`src/cpw_pkg.sv`:
```
// shared constants and types of the capture/compare/pwm unit
package cpw_pkg;

   ////////////////////////////////////////////////////////////////////////////
   // control register layout
   localparam int MODE_LSB = 0;
   localparam int MODE_MSB = 3;
   localparam int DUTY_LSB_POS = 4;
   localparam logic [7:0] CTRL_RESET = 8'h00;

   // mode field encodings
   localparam logic [3:0] MODE_OFF = 4'h0;
   localparam logic [3:0] MODE_CAP_FALL = 4'h4;
   localparam logic [3:0] MODE_CAP_RISE = 4'h5;
   localparam logic [3:0] MODE_CAP_RISE4 = 4'h6;
   localparam logic [3:0] MODE_CAP_RISE16 = 4'h7;
   localparam logic [3:0] MODE_CMP_HIGH = 4'h8;
   localparam logic [3:0] MODE_CMP_LOW = 4'h9;
   localparam logic [3:0] MODE_CMP_FLAG = 4'hA;
   localparam logic [3:0] MODE_CMP_SPECIAL = 4'hB;

   ////////////////////////////////////////////////////////////////////////////
   // counts in clock cycles and edges
   localparam logic [3:0] PRESC_LAST_4 = 4'h3;
   localparam logic [3:0] PRESC_LAST_16 = 4'hF;
   localparam logic [5:0] DIV_LAST_PS1 = 6'h03;
   localparam logic [5:0] DIV_LAST_PS4 = 6'h0F;
   localparam logic [5:0] DIV_LAST_PS16 = 6'h3F;

   // eight-bit timer prescale select
   localparam logic [1:0] T8_PS1 = 2'h0;
   localparam logic [1:0] T8_PS4 = 2'h1;

   // reset values
   localparam logic [7:0] BYTE_RESET = 8'h00;
   localparam logic [1:0] DUTY_LSB_RESET = 2'h0;
   localparam logic [3:0] PRESC_RESET = 4'h0;
   localparam logic [5:0] DIV_RESET = 6'h00;
   localparam logic [3:0] POST_RESET = 4'h0;

   ////////////////////////////////////////////////////////////////////////////
   // types
   typedef enum logic [1:0] {
      CLS_OFF = 2'h0,
      CLS_CAPTURE = 2'h1,
      CLS_COMPARE = 2'h3,
      CLS_PWM = 2'h2
   } cpw_class_t;

   typedef struct packed {
      logic on;
      logic [1:0] ps;
      logic [3:0] post;
   } cpw_t8_cfg_t;

   typedef struct packed {
      logic wr_low;
      logic wr_high;
      logic [7:0] data;
   } cpw_byte_wr_t;

   typedef struct packed {
      logic s1;
      logic s2;
      logic s3;
      logic level;
   } cpw_sync_state_t;

   typedef struct packed {
      logic [7:0] ctrl;
      logic [7:0] cap_low;
      logic [7:0] cap_high;
      logic [1:0] duty_lsb;
      logic unit_out;
      logic flag;
      logic [3:0] presc;
      logic pin_prev;
      logic eq_prev;
      logic [5:0] div;
      logic [7:0] tmr8;
      logic [3:0] post;
      logic pin_o;
      logic pin_oe;
      logic t8_flag;
      logic t16_rst;
   } cpw_state_t;

endpackage

```
`src/cpw_pin_sync.sv`:
```
// three-stage pin synchroniser with agreement filter
`timescale 1ns/10ps
`default_nettype none

module cpw_pin_sync (
   // clock and reset
   input wire logic i_core_clk,
   input wire logic i_nrst,
   input wire logic i_ce,
   // pad level
   input wire logic i_pin,
   // filtered level
   output logic o_level
);

   cpw_pkg::cpw_sync_state_t s;
   cpw_pkg::cpw_sync_state_t next_s;

   always_comb begin
      next_s = s;
      next_s.s1 = i_pin;
      next_s.s2 = s.s1;
      next_s.s3 = s.s2;
      // level moves only when the last two stages agree
      if (s.s2 == s.s3) begin
         next_s.level = s.s3;
      end
   end

   always_ff @(posedge i_core_clk) begin
      if (!i_nrst) begin
         s <= '0;
      end else if (i_ce) begin
         s <= next_s;
      end
   end

   assign o_level = s.level;

endmodule
`default_nettype wire

```
`src/cpw_unit.sv`:
```
// capture/compare/pwm unit with one pin and an internal eight-bit timer
// Function
// - capture copies full sixteen-bit timer value
// - mode field selects capture edge and prescale
// - every capture sets flag; software clears it
// - new capture overwrites unread capture value
// - port write edge on driven pin captures
// - mode change may falsely set the flag
// - prescaler cleared when off or not capturing
// - capture prescale switch keeps prescaler count
// - compare match drives pin high, low, unchanged
// - compare match sets flag with pin action
// - zero control write forces compare latch low
// - pwm output with ten-bit duty resolution
// - zero control write forces pwm latch low
// - period is (period+1) times four times prescale
// - period end clears timer, sets pin unless zero
// - period end moves duty low byte to high
// - postscaler affects only eight-bit timer flag
// - special event match resets sixteen-bit timer
`timescale 1ns/10ps
`default_nettype none

module cpw_unit (
   // clock, reset, enable
   input wire logic i_core_clk,
   input wire logic i_nrst,
   input wire logic i_ce,
   // software control
   input wire logic i_ctrl_wr,
   input wire logic [7:0] i_ctrl_data,
   input wire cpw_pkg::cpw_byte_wr_t i_byte_wr,
   input wire logic i_flag_clr,
   // timers
   input wire logic [15:0] i_timer16,
   input wire logic [7:0] i_period,
   input wire cpw_pkg::cpw_t8_cfg_t i_t8_cfg,
   // port and pin
   input wire logic i_pin,
   input wire logic i_port_data,
   input wire logic i_dir_in,
   output logic o_pin,
   output logic o_pin_oe,
   // status
   output logic [7:0] o_ctrl,
   output logic [15:0] o_capture_pair,
   output logic o_flag,
   output logic [7:0] o_timer8,
   output logic o_t8_flag,
   output logic o_t16_reset
);

   ////////////////////////////////////////////////////////////////////////////
   // functions

   // operating class of a mode field value
   function automatic cpw_pkg::cpw_class_t mode_class(input logic [3:0] mode);
      cpw_pkg::cpw_class_t cls;
      case (mode[3:2])
         2'h1: begin
            cls = cpw_pkg::CLS_CAPTURE;
         end
         2'h2: begin
            cls = cpw_pkg::CLS_COMPARE;
         end
         2'h3: begin
            cls = cpw_pkg::CLS_PWM;
         end
         default: begin
            cls = cpw_pkg::CLS_OFF;
         end
      endcase
      return cls;
   endfunction

   // last divider count before a timer increment
   function automatic logic [5:0] div_last(input logic [1:0] ps);
      logic [5:0] last;
      case (ps)
         cpw_pkg::T8_PS1: begin
            last = cpw_pkg::DIV_LAST_PS1;
         end
         cpw_pkg::T8_PS4: begin
            last = cpw_pkg::DIV_LAST_PS4;
         end
         default: begin
            last = cpw_pkg::DIV_LAST_PS16;
         end
      endcase
      return last;
   endfunction

   // two low-order timebase bits taken from the divider
   function automatic logic [1:0] div_ext(input logic [5:0] div, input logic [1:0] ps);
      logic [1:0] ext;
      case (ps)
         cpw_pkg::T8_PS1: begin
            ext = div[1:0];
         end
         cpw_pkg::T8_PS4: begin
            ext = div[3:2];
         end
         default: begin
            ext = div[5:4];
         end
      endcase
      return ext;
   endfunction

   // one-cycle change of a level towards the given value
   function automatic logic level_edge(input logic now, input logic prev, input logic lvl);
      return (now != prev) && (now == lvl);
   endfunction

   ////////////////////////////////////////////////////////////////////////////
   // pin synchroniser

   logic pin_level;

   // a pad pulse shorter than two clocks never reaches the level
   cpw_pin_sync u_sync (
      .i_core_clk(i_core_clk),
      .i_nrst(i_nrst),
      .i_ce(i_ce),
      .i_pin(i_pin),
      .o_level(pin_level)
   );

   ////////////////////////////////////////////////////////////////////////////
   // state

   cpw_pkg::cpw_state_t s;
   cpw_pkg::cpw_state_t next_s;

   logic [3:0] mode;
   cpw_pkg::cpw_class_t cls;
   cpw_pkg::cpw_class_t next_cls;
   logic rise;
   logic fall;
   logic cap_event;
   logic cmp_eq;
   logic cmp_hit;
   logic t8_tick;
   logic period_end;
   logic [9:0] new_duty;
   logic [9:0] next_ext_tmr;
   logic set_flag;

   always_comb begin
      next_s = s;
      mode = s.ctrl[cpw_pkg::MODE_MSB:cpw_pkg::MODE_LSB];
      cls = mode_class(mode);
      cap_event = 1'b0;
      cmp_hit = 1'b0;
      t8_tick = 1'b0;
      period_end = 1'b0;
      set_flag = 1'b0;
      new_duty = {s.cap_low, s.ctrl[cpw_pkg::DUTY_LSB_POS +: 2]};
      next_s.t8_flag = 1'b0;
      next_s.t16_rst = 1'b0;

      // pad level includes our own drive, so port writes can make edges
      rise = level_edge(pin_level, s.pin_prev, 1'b1);
      fall = level_edge(pin_level, s.pin_prev, 1'b0);
      next_s.pin_prev = pin_level;

      // software byte writes; high byte is the duty latch in pwm mode
      if (i_byte_wr.wr_low) begin
         next_s.cap_low = i_byte_wr.data;
      end
      if (i_byte_wr.wr_high && cls != cpw_pkg::CLS_PWM) begin
         next_s.cap_high = i_byte_wr.data;
      end

      /////////////////////////////////////////////////////////////////////////
      // capture
      if (cls != cpw_pkg::CLS_CAPTURE) begin
         next_s.presc = cpw_pkg::PRESC_RESET;
      end else begin
         // prescaler count survives a switch between capture modes
         case (mode)
            cpw_pkg::MODE_CAP_FALL: begin
               cap_event = fall;
            end
            cpw_pkg::MODE_CAP_RISE: begin
               cap_event = rise;
            end
            cpw_pkg::MODE_CAP_RISE4: begin
               if (rise) begin
                  if (s.presc >= cpw_pkg::PRESC_LAST_4) begin
                     cap_event = 1'b1;
                     next_s.presc = cpw_pkg::PRESC_RESET;
                  end else begin
                     next_s.presc = s.presc + 4'h1;
                  end
               end
            end
            cpw_pkg::MODE_CAP_RISE16: begin
               if (rise) begin
                  if (s.presc == cpw_pkg::PRESC_LAST_16) begin
                     cap_event = 1'b1;
                  end
                  next_s.presc = s.presc + 4'h1;
               end
            end
            default: begin
               cap_event = 1'b0;
            end
         endcase
      end
      if (cap_event) begin
         next_s.cap_low = i_timer16[7:0];
         next_s.cap_high = i_timer16[15:8];
         set_flag = 1'b1;
      end

      /////////////////////////////////////////////////////////////////////////
      // compare
      cmp_eq = (i_timer16 == {s.cap_high, s.cap_low});
      next_s.eq_prev = cmp_eq;
      if (cls == cpw_pkg::CLS_COMPARE) begin
         // act once per entry into equality
         cmp_hit = cmp_eq & ~s.eq_prev;
      end
      if (cmp_hit) begin
         set_flag = 1'b1;
         case (mode)
            cpw_pkg::MODE_CMP_HIGH: begin
               next_s.unit_out = 1'b1;
            end
            cpw_pkg::MODE_CMP_LOW: begin
               next_s.unit_out = 1'b0;
            end
            cpw_pkg::MODE_CMP_SPECIAL: begin
               // separate pulse, never the timer overflow flag
               next_s.t16_rst = 1'b1;
            end
            cpw_pkg::MODE_CMP_FLAG: begin
               // flag only, pin keeps its level
               next_s.unit_out = s.unit_out;
            end
            default: begin
               next_s.unit_out = s.unit_out;
            end
         endcase
      end

      /////////////////////////////////////////////////////////////////////////
      // eight-bit timer: one increment per four clocks times prescale
      if (i_t8_cfg.on) begin
         if (s.div >= div_last(i_t8_cfg.ps)) begin
            t8_tick = 1'b1;
            next_s.div = cpw_pkg::DIV_RESET;
         end else begin
            next_s.div = s.div + 6'h01;
         end
      end
      if (t8_tick) begin
         if (s.tmr8 == i_period) begin
            period_end = 1'b1;
            next_s.tmr8 = cpw_pkg::BYTE_RESET;
            // postscaler only paces the timer flag
            if (s.post >= i_t8_cfg.post) begin
               next_s.post = cpw_pkg::POST_RESET;
               next_s.t8_flag = 1'b1;
            end else begin
               next_s.post = s.post + 4'h1;
            end
         end else begin
            next_s.tmr8 = s.tmr8 + 8'h01;
         end
      end

      /////////////////////////////////////////////////////////////////////////
      // pwm
      // next extended count: the pin is already low in the cycle the count meets the duty
      next_ext_tmr = {next_s.tmr8, div_ext(next_s.div, i_t8_cfg.ps)};
      if (cls == cpw_pkg::CLS_PWM) begin
         if (period_end) begin
            next_s.cap_high = new_duty[9:2];
            next_s.duty_lsb = new_duty[1:0];
            next_s.unit_out = (new_duty != 10'h000);
         end else if (next_ext_tmr == {s.cap_high, s.duty_lsb}) begin
            next_s.unit_out = 1'b0;
         end
      end

      /////////////////////////////////////////////////////////////////////////
      // control write and flag
      if (i_ctrl_wr) begin
         next_s.ctrl = i_ctrl_data;
         if (i_ctrl_data == cpw_pkg::CTRL_RESET) begin
            next_s.unit_out = 1'b0;
         end
      end
      if (i_flag_clr) begin
         next_s.flag = 1'b0;
      end
      // a set in the clearing cycle wins
      if (set_flag) begin
         next_s.flag = 1'b1;
      end

      // pin mux: unit latch in compare and pwm, port latch otherwise
      next_cls = mode_class(next_s.ctrl[cpw_pkg::MODE_MSB:cpw_pkg::MODE_LSB]);
      case (next_cls)
         cpw_pkg::CLS_COMPARE: begin
            next_s.pin_o = next_s.unit_out;
         end
         cpw_pkg::CLS_PWM: begin
            next_s.pin_o = next_s.unit_out;
         end
         default: begin
            next_s.pin_o = i_port_data;
         end
      endcase
      next_s.pin_oe = ~i_dir_in;
   end

   always_ff @(posedge i_core_clk) begin
      if (!i_nrst) begin
         s <= '0;
      end else if (i_ce) begin
         s <= next_s;
      end
   end

   ////////////////////////////////////////////////////////////////////////////
   // outputs

   assign o_pin = s.pin_o;
   assign o_pin_oe = s.pin_oe;
   assign o_ctrl = s.ctrl;
   assign o_capture_pair = {s.cap_high, s.cap_low};
   assign o_flag = s.flag;
   assign o_timer8 = s.tmr8;
   assign o_t8_flag = s.t8_flag;
   assign o_t16_reset = s.t16_rst;

endmodule
`default_nettype wire

```
`config.mk`:
```
export PLATFORM = sky130hd
export DESIGN_NAME = cpw_unit
export DESIGN_NICKNAME = d
export VERILOG_FILES = /design/src/cpw_pkg.sv /design/src/cpw_pin_sync.sv /design/src/cpw_unit.sv
export SDC_FILE = /design/constraint.sdc
export NUM_CORES = 1
export LEC_CHECK = 0
export ABC_AREA = 1
export BUFFER_PORTS_ARGS = -buffer_cell sky130_fd_sc_hd__buf_2
export CAP_MARGIN = 20
export CORE_MARGIN = 2
export CORE_UTILIZATION = 51
export CTS_CLUSTER_DIAMETER = 60
export CTS_CLUSTER_SIZE = 8
export DETAILED_ROUTE_END_ITERATION = 8
export PLACE_DENSITY = 0.76
export SLEW_MARGIN = 20
export SYNTH_ARGS = -nofsm -noshare
export SYNTH_HDL_FRONTEND = slang
export SYNTH_HIERARCHICAL = 1
export SYNTH_SLANG_ARGS = --single-unit
```
`constraint.sdc`:
```
create_clock -name i_core_clk -period 5.25 [get_ports i_core_clk]
set_input_delay 0 -clock i_core_clk [delete_from_list [all_inputs] [get_ports i_core_clk]]
set_output_delay 0 -clock i_core_clk [all_outputs]
set_load 0.05 [all_outputs]
```
==> results.txt, run 1 <==
The run finished with clean final reports. STA classifies the critical path endpoint as a register. The final cycle utilization of the critical path came out at 0.552. The share of flip-flops with an asynchronous set or reset after synthesis came out at 0. The number of buffers inserted to repair setup after CTS came out at 0. The clock network fraction of design power came out at 0.340. The hold buffer count at cts is 27. The largest fanout on the critical path is 18. The overall routing resource usage is 0.255. The number of inserted diodes came out at 0. At the end of routability-driven placement, the weighted congestion stood at 0.890. The initial antenna violation count came to 0. The first-pass GRT wire length came out at 18000 um.

The power consumption is 1230 uW. The clock latency reported for the late side of the worst-skew pair came out at 340 ps. At the worst endpoint, the arrival time is 3120 ps. The final routed DRC violation total is 0. The number of nets in the layout came out at 774. TritonCTS built the clock tree. The reported leakage power is 0.00238 uW. In the layout the commonest cells are sky130_fd_sc_hd__nand2_1 (159), sky130_fd_sc_hd__buf_2 (93), sky130_fd_sc_hd__inv_1 (62), sky130_fd_sc_hd__dfxtp_1 (60), sky130_fd_sc_hd__a21oi_1 (48). The number of top-level pins is 94. The multi-input gate area in the final layout came out at 0.00237 mm2. The switching part of the total power is 0.330. The die span in x came out at 94.5 um.

The number of global-route vias before repair came to 4013. The detailed-routed wire length on met2 is 5370 um. The synthesized design contains 60 register bits.

The worst register-to-register path has a depth of 12. The total wirelength of the detailed-routed design is 11300 um. The routed length on met1 came out at 4830 um.

Summed over all nets, the switching power comes to 408 uW. The clock-pin slew on the worst setup and hold paths is 60 ps. The required arrival time at the worst endpoint is 5470 ps. The proportion of layout cells with a drive suffix above 1 came out at 0.200.

Measured against its own limit, the worst slew margin works out to 0.403. The final non-filler cell area came out at 0.00489 mm2. The area growth from synthesis to layout came out at 17.0%. The initial standard-cell utilization of the core came out at 0.516.

The topmost layer with routed signal wires is met4. Dividing the detail-routed wire length by the instance count gives 13.8 um. Once the clock tree was built, the resizer swapped 0 gates to a different size. The number of core rows came out at 33. After global routing the overflow that remains totals 0.

The via total after detailed routing is 4352. The power density over the cells is 253 mW/mm2. Counting instances, the worst hold path has a depth of 5. The detailed placer's ending HPWL came out at 7990 um. The mean cell area of the mapped netlist came out at 6.64 um2.

The portion of total power attributed to combinational logic is 0.242. The number of different library cells in the post-synthesis netlist came out at 38. The worst hold slack across all endpoints came out at 76.1 ps.

The number of warnings issued by yosys came out at 6. The maximum level of the CTS H-tree is 3. The number of nets handed over by synthesis was 696. The post-place instance area is 0.00443 mm2. The routed design uses 768 um of met3 wire. VDD sags by at most 0.000200 V. The maximum achievable frequency came out at 345 MHz.

The share of synthesized area occupied by flip-flops and latches is 0.288. The number of buffers created by CTS came out at 9. The core utilization of the finished layout came out at 0.604. The number of max-slew violations in the final report is 0. Max-cap violations in this run came to 0.

After detailed routing, the number of vias per cell comes to 5.34. The residual antenna-violating net count after detailed routing is 0. The die covers 0.00893 mm2. Of the total power, registers draw 0.418.

The post-route clock skew came out at 6.08 ps. Setup repair after global routing left no endpoint under its margin. The total count of hold-check failures in the final report was 0.

The die boundary height is 94.5 um. In this run, synthesis inferred 0 flip-flops with an integrated enable. The number of endpoints failing setup at the final stage came out at 0. No sink is reached through more buffers than the 2 on the longest clock path.

The transition at the pin with the smallest max-transition slack is 894 ps. The worst hold path belongs to the class primary input to register. For this block, the initial DRC count from the detailed router was 177.

The total internal power is 827 uW. The clock root buffer is sky130_fd_sc_hd__clkbuf_8. The time the worst path needs with I/O delays and setup is 2900 ps. For this design, the sink count on the clock tree is 60.

The commonest non-fill, non-tap cell in the layout is sky130_fd_sc_hd__nand2_1. In this run the tool buffered the top-level ports with 93 buffer cells. In the final layout, flip-flops and latches occupy 0.00120 mm2. The core box area is 0.00809 mm2.

The total standard cell area after synthesis is 0.00418 mm2. The largest net degree at the start of global routing is 47. After filler insertion, the fill cell instance count of the layout stands at 762. The number of search-and-repair iterations in the first detailed-routing pass is 7.

The most instantiated flip-flop cell in the synthesis netlist is sky130_fd_sc_hd__dfxtp_1. The critical path is of the register to register type. The gate count after technology mapping is 629. The final total negative setup slack is 0 ps. The worst setup path is launched from a register.
worst max-delay path, cell delays in order, from the launching register on:
cell                            delay, ps
sky130_fd_sc_hd__dfxtp_1              340
sky130_fd_sc_hd__ha_1                 220
sky130_fd_sc_hd__nor2_1               120
sky130_fd_sc_hd__nand2_1               90
sky130_fd_sc_hd__nand2_1               60
sky130_fd_sc_hd__o211ai_1              90
sky130_fd_sc_hd__nand2_2              290
sky130_fd_sc_hd__clkinv_2             300
sky130_fd_sc_hd__nor2_1               270
sky130_fd_sc_hd__nor2_4               110
sky130_fd_sc_hd__o21ai_0              240
sky130_fd_sc_hd__a31oi_1               70
sky130_fd_sc_hd__dlygate4sd3_1        570
final cells by class:
class / count / share of cell area
multi-input combinational: 447 / 0.485
sequential: 60 / 0.246
timing repair buffer: 120 / 0.151
inverter: 69 / 0.0533
clock buffer: 12 / 0.0318
tap: 105 / 0.0269
clock inverter: 2 / 0.00717
sequential cells by signal, summed over array words and instances (netlist names), named ones only:
signal	flops
o_t16_reset	1
u_sync/o_level	1
u_sync/next_s	2
o_flag	1
o_t8_flag	1
o_pin_oe	1
s	19
u_sync/s	1
o_capture_pair	16
o_timer8	8
o_ctrl	7
o_pin	1
synthesized netlist by cell type (10+ instances only):
cell / instances / area, um2
sky130_fd_sc_hd__inv_1: 62 / 233
sky130_fd_sc_hd__xor2_1: 16 / 140
sky130_fd_sc_hd__ha_1: 10 / 125
sky130_fd_sc_hd__nand2_1: 159 / 597
sky130_fd_sc_hd__a21oi_1: 48 / 240
sky130_fd_sc_hd__nor2_1: 44 / 165
sky130_fd_sc_hd__clkbuf_1: 13 / 48.8
sky130_fd_sc_hd__nand3_1: 37 / 185
sky130_fd_sc_hd__a31oi_1: 11 / 68.8
sky130_fd_sc_hd__buf_4: 33 / 248
sky130_fd_sc_hd__dfxtp_1: 60 / 1200
sky130_fd_sc_hd__o21ai_0: 43 / 215
through the flow:
| step | setup slack [ps] | instances |
|---|---|---|
| 6_report | 2350 | 815 |
| 5_1_grt | 2110 | 815 |
| 4_1_cts | 2420 | 815 |
| 3_5_place_dp | 2910 | 774 |
| 3_3_place_gp | 3020 | 774 |
| 2_1_floorplan | 3210 | 629 |
per-layer routing:
| metal | vias up | global-route usage |
|---|---|---|
| li1 | 2187 | - |
| met1 | 1975 | 0.307 |
| met2 | 163 | 0.433 |
| met3 | 27 | 0.0623 |
| met4 | 0 | 0.107 |
| met5 | - | 0 |
logic make-up (layout without fill, tap and decap cells):
group,count (synthesis),after routing,share of synthesized area
compound gates,120,120,0.161
fa+ha+maj,10,10,0.0300
mux,8,8,0.0216
xor+xnor,24,24,0.0503
buf+inv,122,203,0.146
flops,60,60,0.288
simple gates,285,285,0.304
worst paths after layout:
kind                        to  slack (ps)         from
min                      o_pin          80  i_port_data
min reg2reg          o_t8_flag         460    o_t8_flag
max          o_capture_pair[5]        2350        s[24]
max reg2reg  o_capture_pair[5]        2350        s[24]
power by group through the flow:
stage / Combinational [uW] / Sequential, uW / Clock (uW)
final: 299 / 516 / 420
after global routing: 327 / 519 / 447
after CTS: 296 / 515 / 422
after detailed placement: 278 / 525 / 0
after global placement: 272 / 524 / 0
after floorplan: 230 / 517 / 0
Note: power is estimated with default switching activity, not from simulation.
==> run 2: changes to the inputs <==
--- a/config.mk
+++ b/config.mk
@@ -5,15 +5,15 @@
 export SDC_FILE = /design/constraint.sdc
 export NUM_CORES = 1
 export LEC_CHECK = 0
-export ABC_AREA = 1
+export ABC_AREA = 0
 export BUFFER_PORTS_ARGS = -buffer_cell sky130_fd_sc_hd__buf_2
 export CAP_MARGIN = 20
 export CORE_MARGIN = 2
-export CORE_UTILIZATION = 51
+export CORE_UTILIZATION = 50
 export CTS_CLUSTER_DIAMETER = 60
 export CTS_CLUSTER_SIZE = 8
 export DETAILED_ROUTE_END_ITERATION = 8
-export PLACE_DENSITY = 0.76
+export PLACE_DENSITY = 0.78
 export SLEW_MARGIN = 20
 export SYNTH_ARGS = -nofsm -noshare
 export SYNTH_HDL_FRONTEND = slang
==> constraint.sdc (replaced) <==
create_clock -name i_core_clk -period 2.65 [get_ports i_core_clk]
set_input_delay 0 -clock i_core_clk [delete_from_list [all_inputs] [get_ports i_core_clk]]
set_output_delay 0 -clock i_core_clk [all_outputs]
set_load 0.05 [all_outputs]
==> results.txt, run 2 <==
The register area came out at 0.00121 mm2. The library cell with the highest instance count after synthesis is sky130_fd_sc_hd__nand2_1. Counting instances in the post-synthesis netlist gives the leading cell types as sky130_fd_sc_hd__nand2_1 (70), sky130_fd_sc_hd__dfxtp_1 (60), sky130_fd_sc_hd__buf_4 (33). The worst setup path is launched from a register. The share of synthesized area occupied by flip-flops and latches came out at 0.288.

Routability-driven placement finished with a final weighted congestion of 0.910. After detailed routing, the wire length on met1 is 4790 um. The total count of hold-check failures in the final report is 0.

Summed over all instances, the cell type with the most area after synthesis is sky130_fd_sc_hd__dfxtp_1. The largest single stage delay on the critical path is 360 ps. The die span in x is 95.4 um. The number of inserted diodes came out at 0. The worst hold path begins at i_flag_clr.

The number of nets in the layout came out at 684. The total internal power came out at 1720 uW. The required arrival time at the worst endpoint is 2880 ps. The detailed-routed wire length on met2 came out at 5320 um. The multi-input gate area in the final layout came out at 0.00262 mm2. Setup slack on the worst reg-to-reg path comes out at 70 ps. The residual antenna-violating net count after detailed routing is 0.

The initial standard-cell utilization of the core is 0.511. The largest fanout on the critical path is 7. The number of top-level pins is 94. The final total negative setup slack came out at 0 ps. The final route contains 4257 vias. The number of global-route vias before repair is 3819. The number of cells on the worst hold path is 3. Detailed routing placed a total of 989 um of wire on met3. Of the total power, the clock network draws 0.420. The sequential fraction of design power came out at 0.406.

In this run the core area contains 33 standard-cell rows. The remaining global-route overflow came out at 0. The final routed DRC violation total is 0.

The clock reaches the later pin of the worst-skew pair after 340 ps. STA puts the critical path data arrival time at 2810 ps. The synthesized-area fraction occupied by and/or/nand/nor cells is 0.237. Measured against the total synthesized area, the mux share comes to 0.0557. The cell count after synthesis came out at 527. The share of the synthesized area in compound gates (AO/OA/AOI/OAI) came out at 0.214. The critical path goes through ha_4 > nand3_2 > a211o_1 > and2_4 > buf_8 > o211ai_1 > o2111ai_2 > a2111oi_2 > nand4b_1 > a31oi_1 > nor2_1. The synthesized design contains 60 register bits.

TritonCTS built the clock tree. The total wirelength of the detailed-routed design came out at 11400 um. The post-synthesis xor/xnor area fraction came out at 0.0713. The type of the worst setup path is register to register. Routed signal wires occupy layers up through met4.

The remaining max-slew budget at the tightest pin is 0.637. The number of different library cells used by synthesis comes to 57. The number of synthesized flops with an enable pin is 0. The commonest non-fill, non-tap cell in the layout is sky130_fd_sc_hd__buf_2. Across every metal layer, demand over resource in global routing totals 0.243. The largest net degree at the start of global routing came out at 42.

The count of buffers inserted at the top-level ports came out at 93. The number of max-slew violations in the final report is 0. Ranked by flip-flop count, first place goes to s. STA classifies the critical path endpoint as a register. The post-synthesis net count came out at 594. The number of endpoints failing setup at the final stage is 0. The portion of total power attributed to combinational logic is 0.174. The path class of the tightest hold or removal check is primary input to register.

For this design the total switching power over the nets is 653 uW. The power density over the cells came out at 463 mW/mm2. The number of flip-flops under the largest register name came out at 19.

The number of warnings issued by yosys came out at 6. The worst-case reg-to-reg path depth came out at 11. Setup repair after global routing could not meet its margin everywhere. The most used flip-flop cell after synthesis is sky130_fd_sc_hd__dfxtp_1. The detailed placer's ending HPWL came out at 7880 um. The reported leakage power is 0.00234 uW.

The number of buffers on the longest clock path came out at 2. The path with the worst hold slack has its endpoint at o_flag. The worst register-to-register path begins at s[20]. The number of clock sinks came out at 60. The number of fill cells in the layout is 724. The post-route clock skew came out at 6.48 ps. In the final layout, the share of cells above drive strength 1 is 0.273. The first-pass GRT wire length is 17600 um.

The flow ran to the end, and the final reports show no timing, DRC or antenna violations. The reported max-cap violation count came out at 0. The switching part of the total power came out at 0.275. The clock-pin slew on the worst setup and hold paths is 70 ps. The maximum level of the CTS H-tree is 3. The final non-filler cell area is 0.00513 mm2.

The library cells used most frequently in the layout, excluding fill and tap cells, are sky130_fd_sc_hd__buf_2 (93), sky130_fd_sc_hd__nand2_1 (69), sky130_fd_sc_hd__dfxtp_1 (57), sky130_fd_sc_hd__buf_4 (36), sky130_fd_sc_hd__xnor2_1 (29). Clock tree synthesis inserted a total of 9 buffers. The number of search-and-repair iterations in the first detailed-routing pass is 5.

The root buffer cell chosen for the clock tree is sky130_fd_sc_hd__clkbuf_8. The final cycle utilization of the critical path is 0.973. The average wire length per cell after detail routing is 15.7 um. The core utilization of the finished layout came out at 0.627. The area growth from synthesis to layout is 22.8%. The terminus of the critical flop-to-flop path is o_pin.

The share of flip-flops with an asynchronous set or reset after synthesis came out at 0. The category of cells accounting for the largest share of critical-path delay is compound AO/OA/AOI/OAI gates. Measured along the y axis, the die boundary spans 95.4 um. Counting both buffers and inverters, the worst setup path holds a total of 1. The adder and majority gate portion of the synthesized area is 0.0300. The time the worst path needs with I/O delays and setup is 2580 ps.

The region available for standard cell placement spans 0.00818 mm2. Once placement finished, the instance area stood at 0.00461 mm2. The share of the synthesized area in the top cell type is 0.288. The initial antenna violation count came to 0. In the post-synthesis netlist, the biggest area contributors are sky130_fd_sc_hd__dfxtp_1 (29%), sky130_fd_sc_hd__nand2_1 (6.3%), sky130_fd_sc_hd__xnor2_1 (6.1%), sky130_fd_sc_hd__buf_4 (5.9%), sky130_fd_sc_hd__mux2i_1 (5.0%). The mean cell area of the mapped netlist is 7.93 um2. By area, the combinational part of the netlist is dominated by simple AND/OR/NAND/NOR gates.

The maximum resistive drop on vdd came out at 0.000396 V. The overall die area is 0.00910 mm2. The detailed router finished its first iteration with 270 violations.

The synthesized netlist occupies a cell area of 0.00418 mm2. The transition at the pin with the smallest max-transition slack came out at 539 ps. The largest individual stage delay along the critical path comes from the cell sky130_fd_sc_hd__dfxtp_4. The number of vias per cell came out at 5.86.

Timing would allow up to 388 MHz.
-- run 2: changes by cell type after synthesis, moves of 19 or more --
cell / previous run / this run
sky130_fd_sc_hd__a21boi_0: 0 / 22
sky130_fd_sc_hd__a21oi_1: 48 / 16
sky130_fd_sc_hd__inv_1: 62 / 15
sky130_fd_sc_hd__mux2i_1: 0 / 21
sky130_fd_sc_hd__nand2_1: 159 / 70
sky130_fd_sc_hd__nor2_1: 44 / 25
sky130_fd_sc_hd__xnor2_1: 8 / 29
-- run 2: power groups by stage --
stage	combinational [uW]	clock, uW	sequential (uW)
after floorplan	285	0	985
after global placement	382	0	982
after detailed placement	390	0	984
after CTS	403	1000	964
after global routing	443	1050	965
final	412	997	963
-- run 2: final cells by class --
class,instances,share of cell area
Clock buffer,11,0.0256
Clock inverter,5,0.0195
Inverter,15,0.0110
Multi-Input combinational cell,390,0.511
Sequential cell,60,0.236
Tap cell,105,0.0256
Timing Repair Buffer,141,0.171
-- run 2: logic make-up (layout without fill, tap and decap cells) --
logic type,count (synthesis),after routing
mux,23,23
fa+ha+maj,10,10
buf+inv,77,172
flops,60,60
xor+xnor,34,34
simple gates,199,199
compound gates,124,124
-- run 2: repair_timing --
| action | in CTS | in global routing |
|---|---|---|
| hold buffers | 10 | 0 |
| setup buffers | 0 | 8 |
| resized for setup | 0 | 23 |
| endpoints found under the hold margin | 10 | 0 |
| endpoints found under the setup margin | 0 | 9 |
-- run 2: through the flow --
step	std cells	power (uW)	hold WS (ps)	setup slack, ps
finish	727	2370	29.2	71.9
global route	727	2460	32.1	-105
CTS	718	2370	28.4	38.3
detailed placement	692	1370	255	65.5
global placement	692	1360	239	166
floorplan	527	1270	147	237
-- run 2: worst reg2reg max path: stages, from the launching register on --
cell and delay [ps]:
sky130_fd_sc_hd__dfxtp_4 360, sky130_fd_sc_hd__ha_4 260, sky130_fd_sc_hd__nand3_2 60, sky130_fd_sc_hd__a211o_1 340
sky130_fd_sc_hd__and2_4 230, sky130_fd_sc_hd__buf_8 140, sky130_fd_sc_hd__o211ai_1 190, sky130_fd_sc_hd__o2111ai_2 160
sky130_fd_sc_hd__a2111oi_2 290, sky130_fd_sc_hd__nand4b_1 170, sky130_fd_sc_hd__a31oi_1 220, sky130_fd_sc_hd__nor2_1 60
-- run 2: worst max path at each step --
stage               start     to  cells after the start
finish              s[20]  o_pin                     11
global route        s[17]  o_pin                     11
CTS                 s[17]  o_pin                     11
detailed placement  s[17]  o_pin                     11
global placement    s[21]  o_pin                     11
floorplan           s[16]  o_pin                     12
-- run 2: layer usage --
layer / global-route usage / vias to the layer above
li1: - / 2022
met1: 0.318 / 1973
met2: 0.386 / 232
met3: 0.0451 / 30
met4: 0.117 / 0
met5: 0 / -
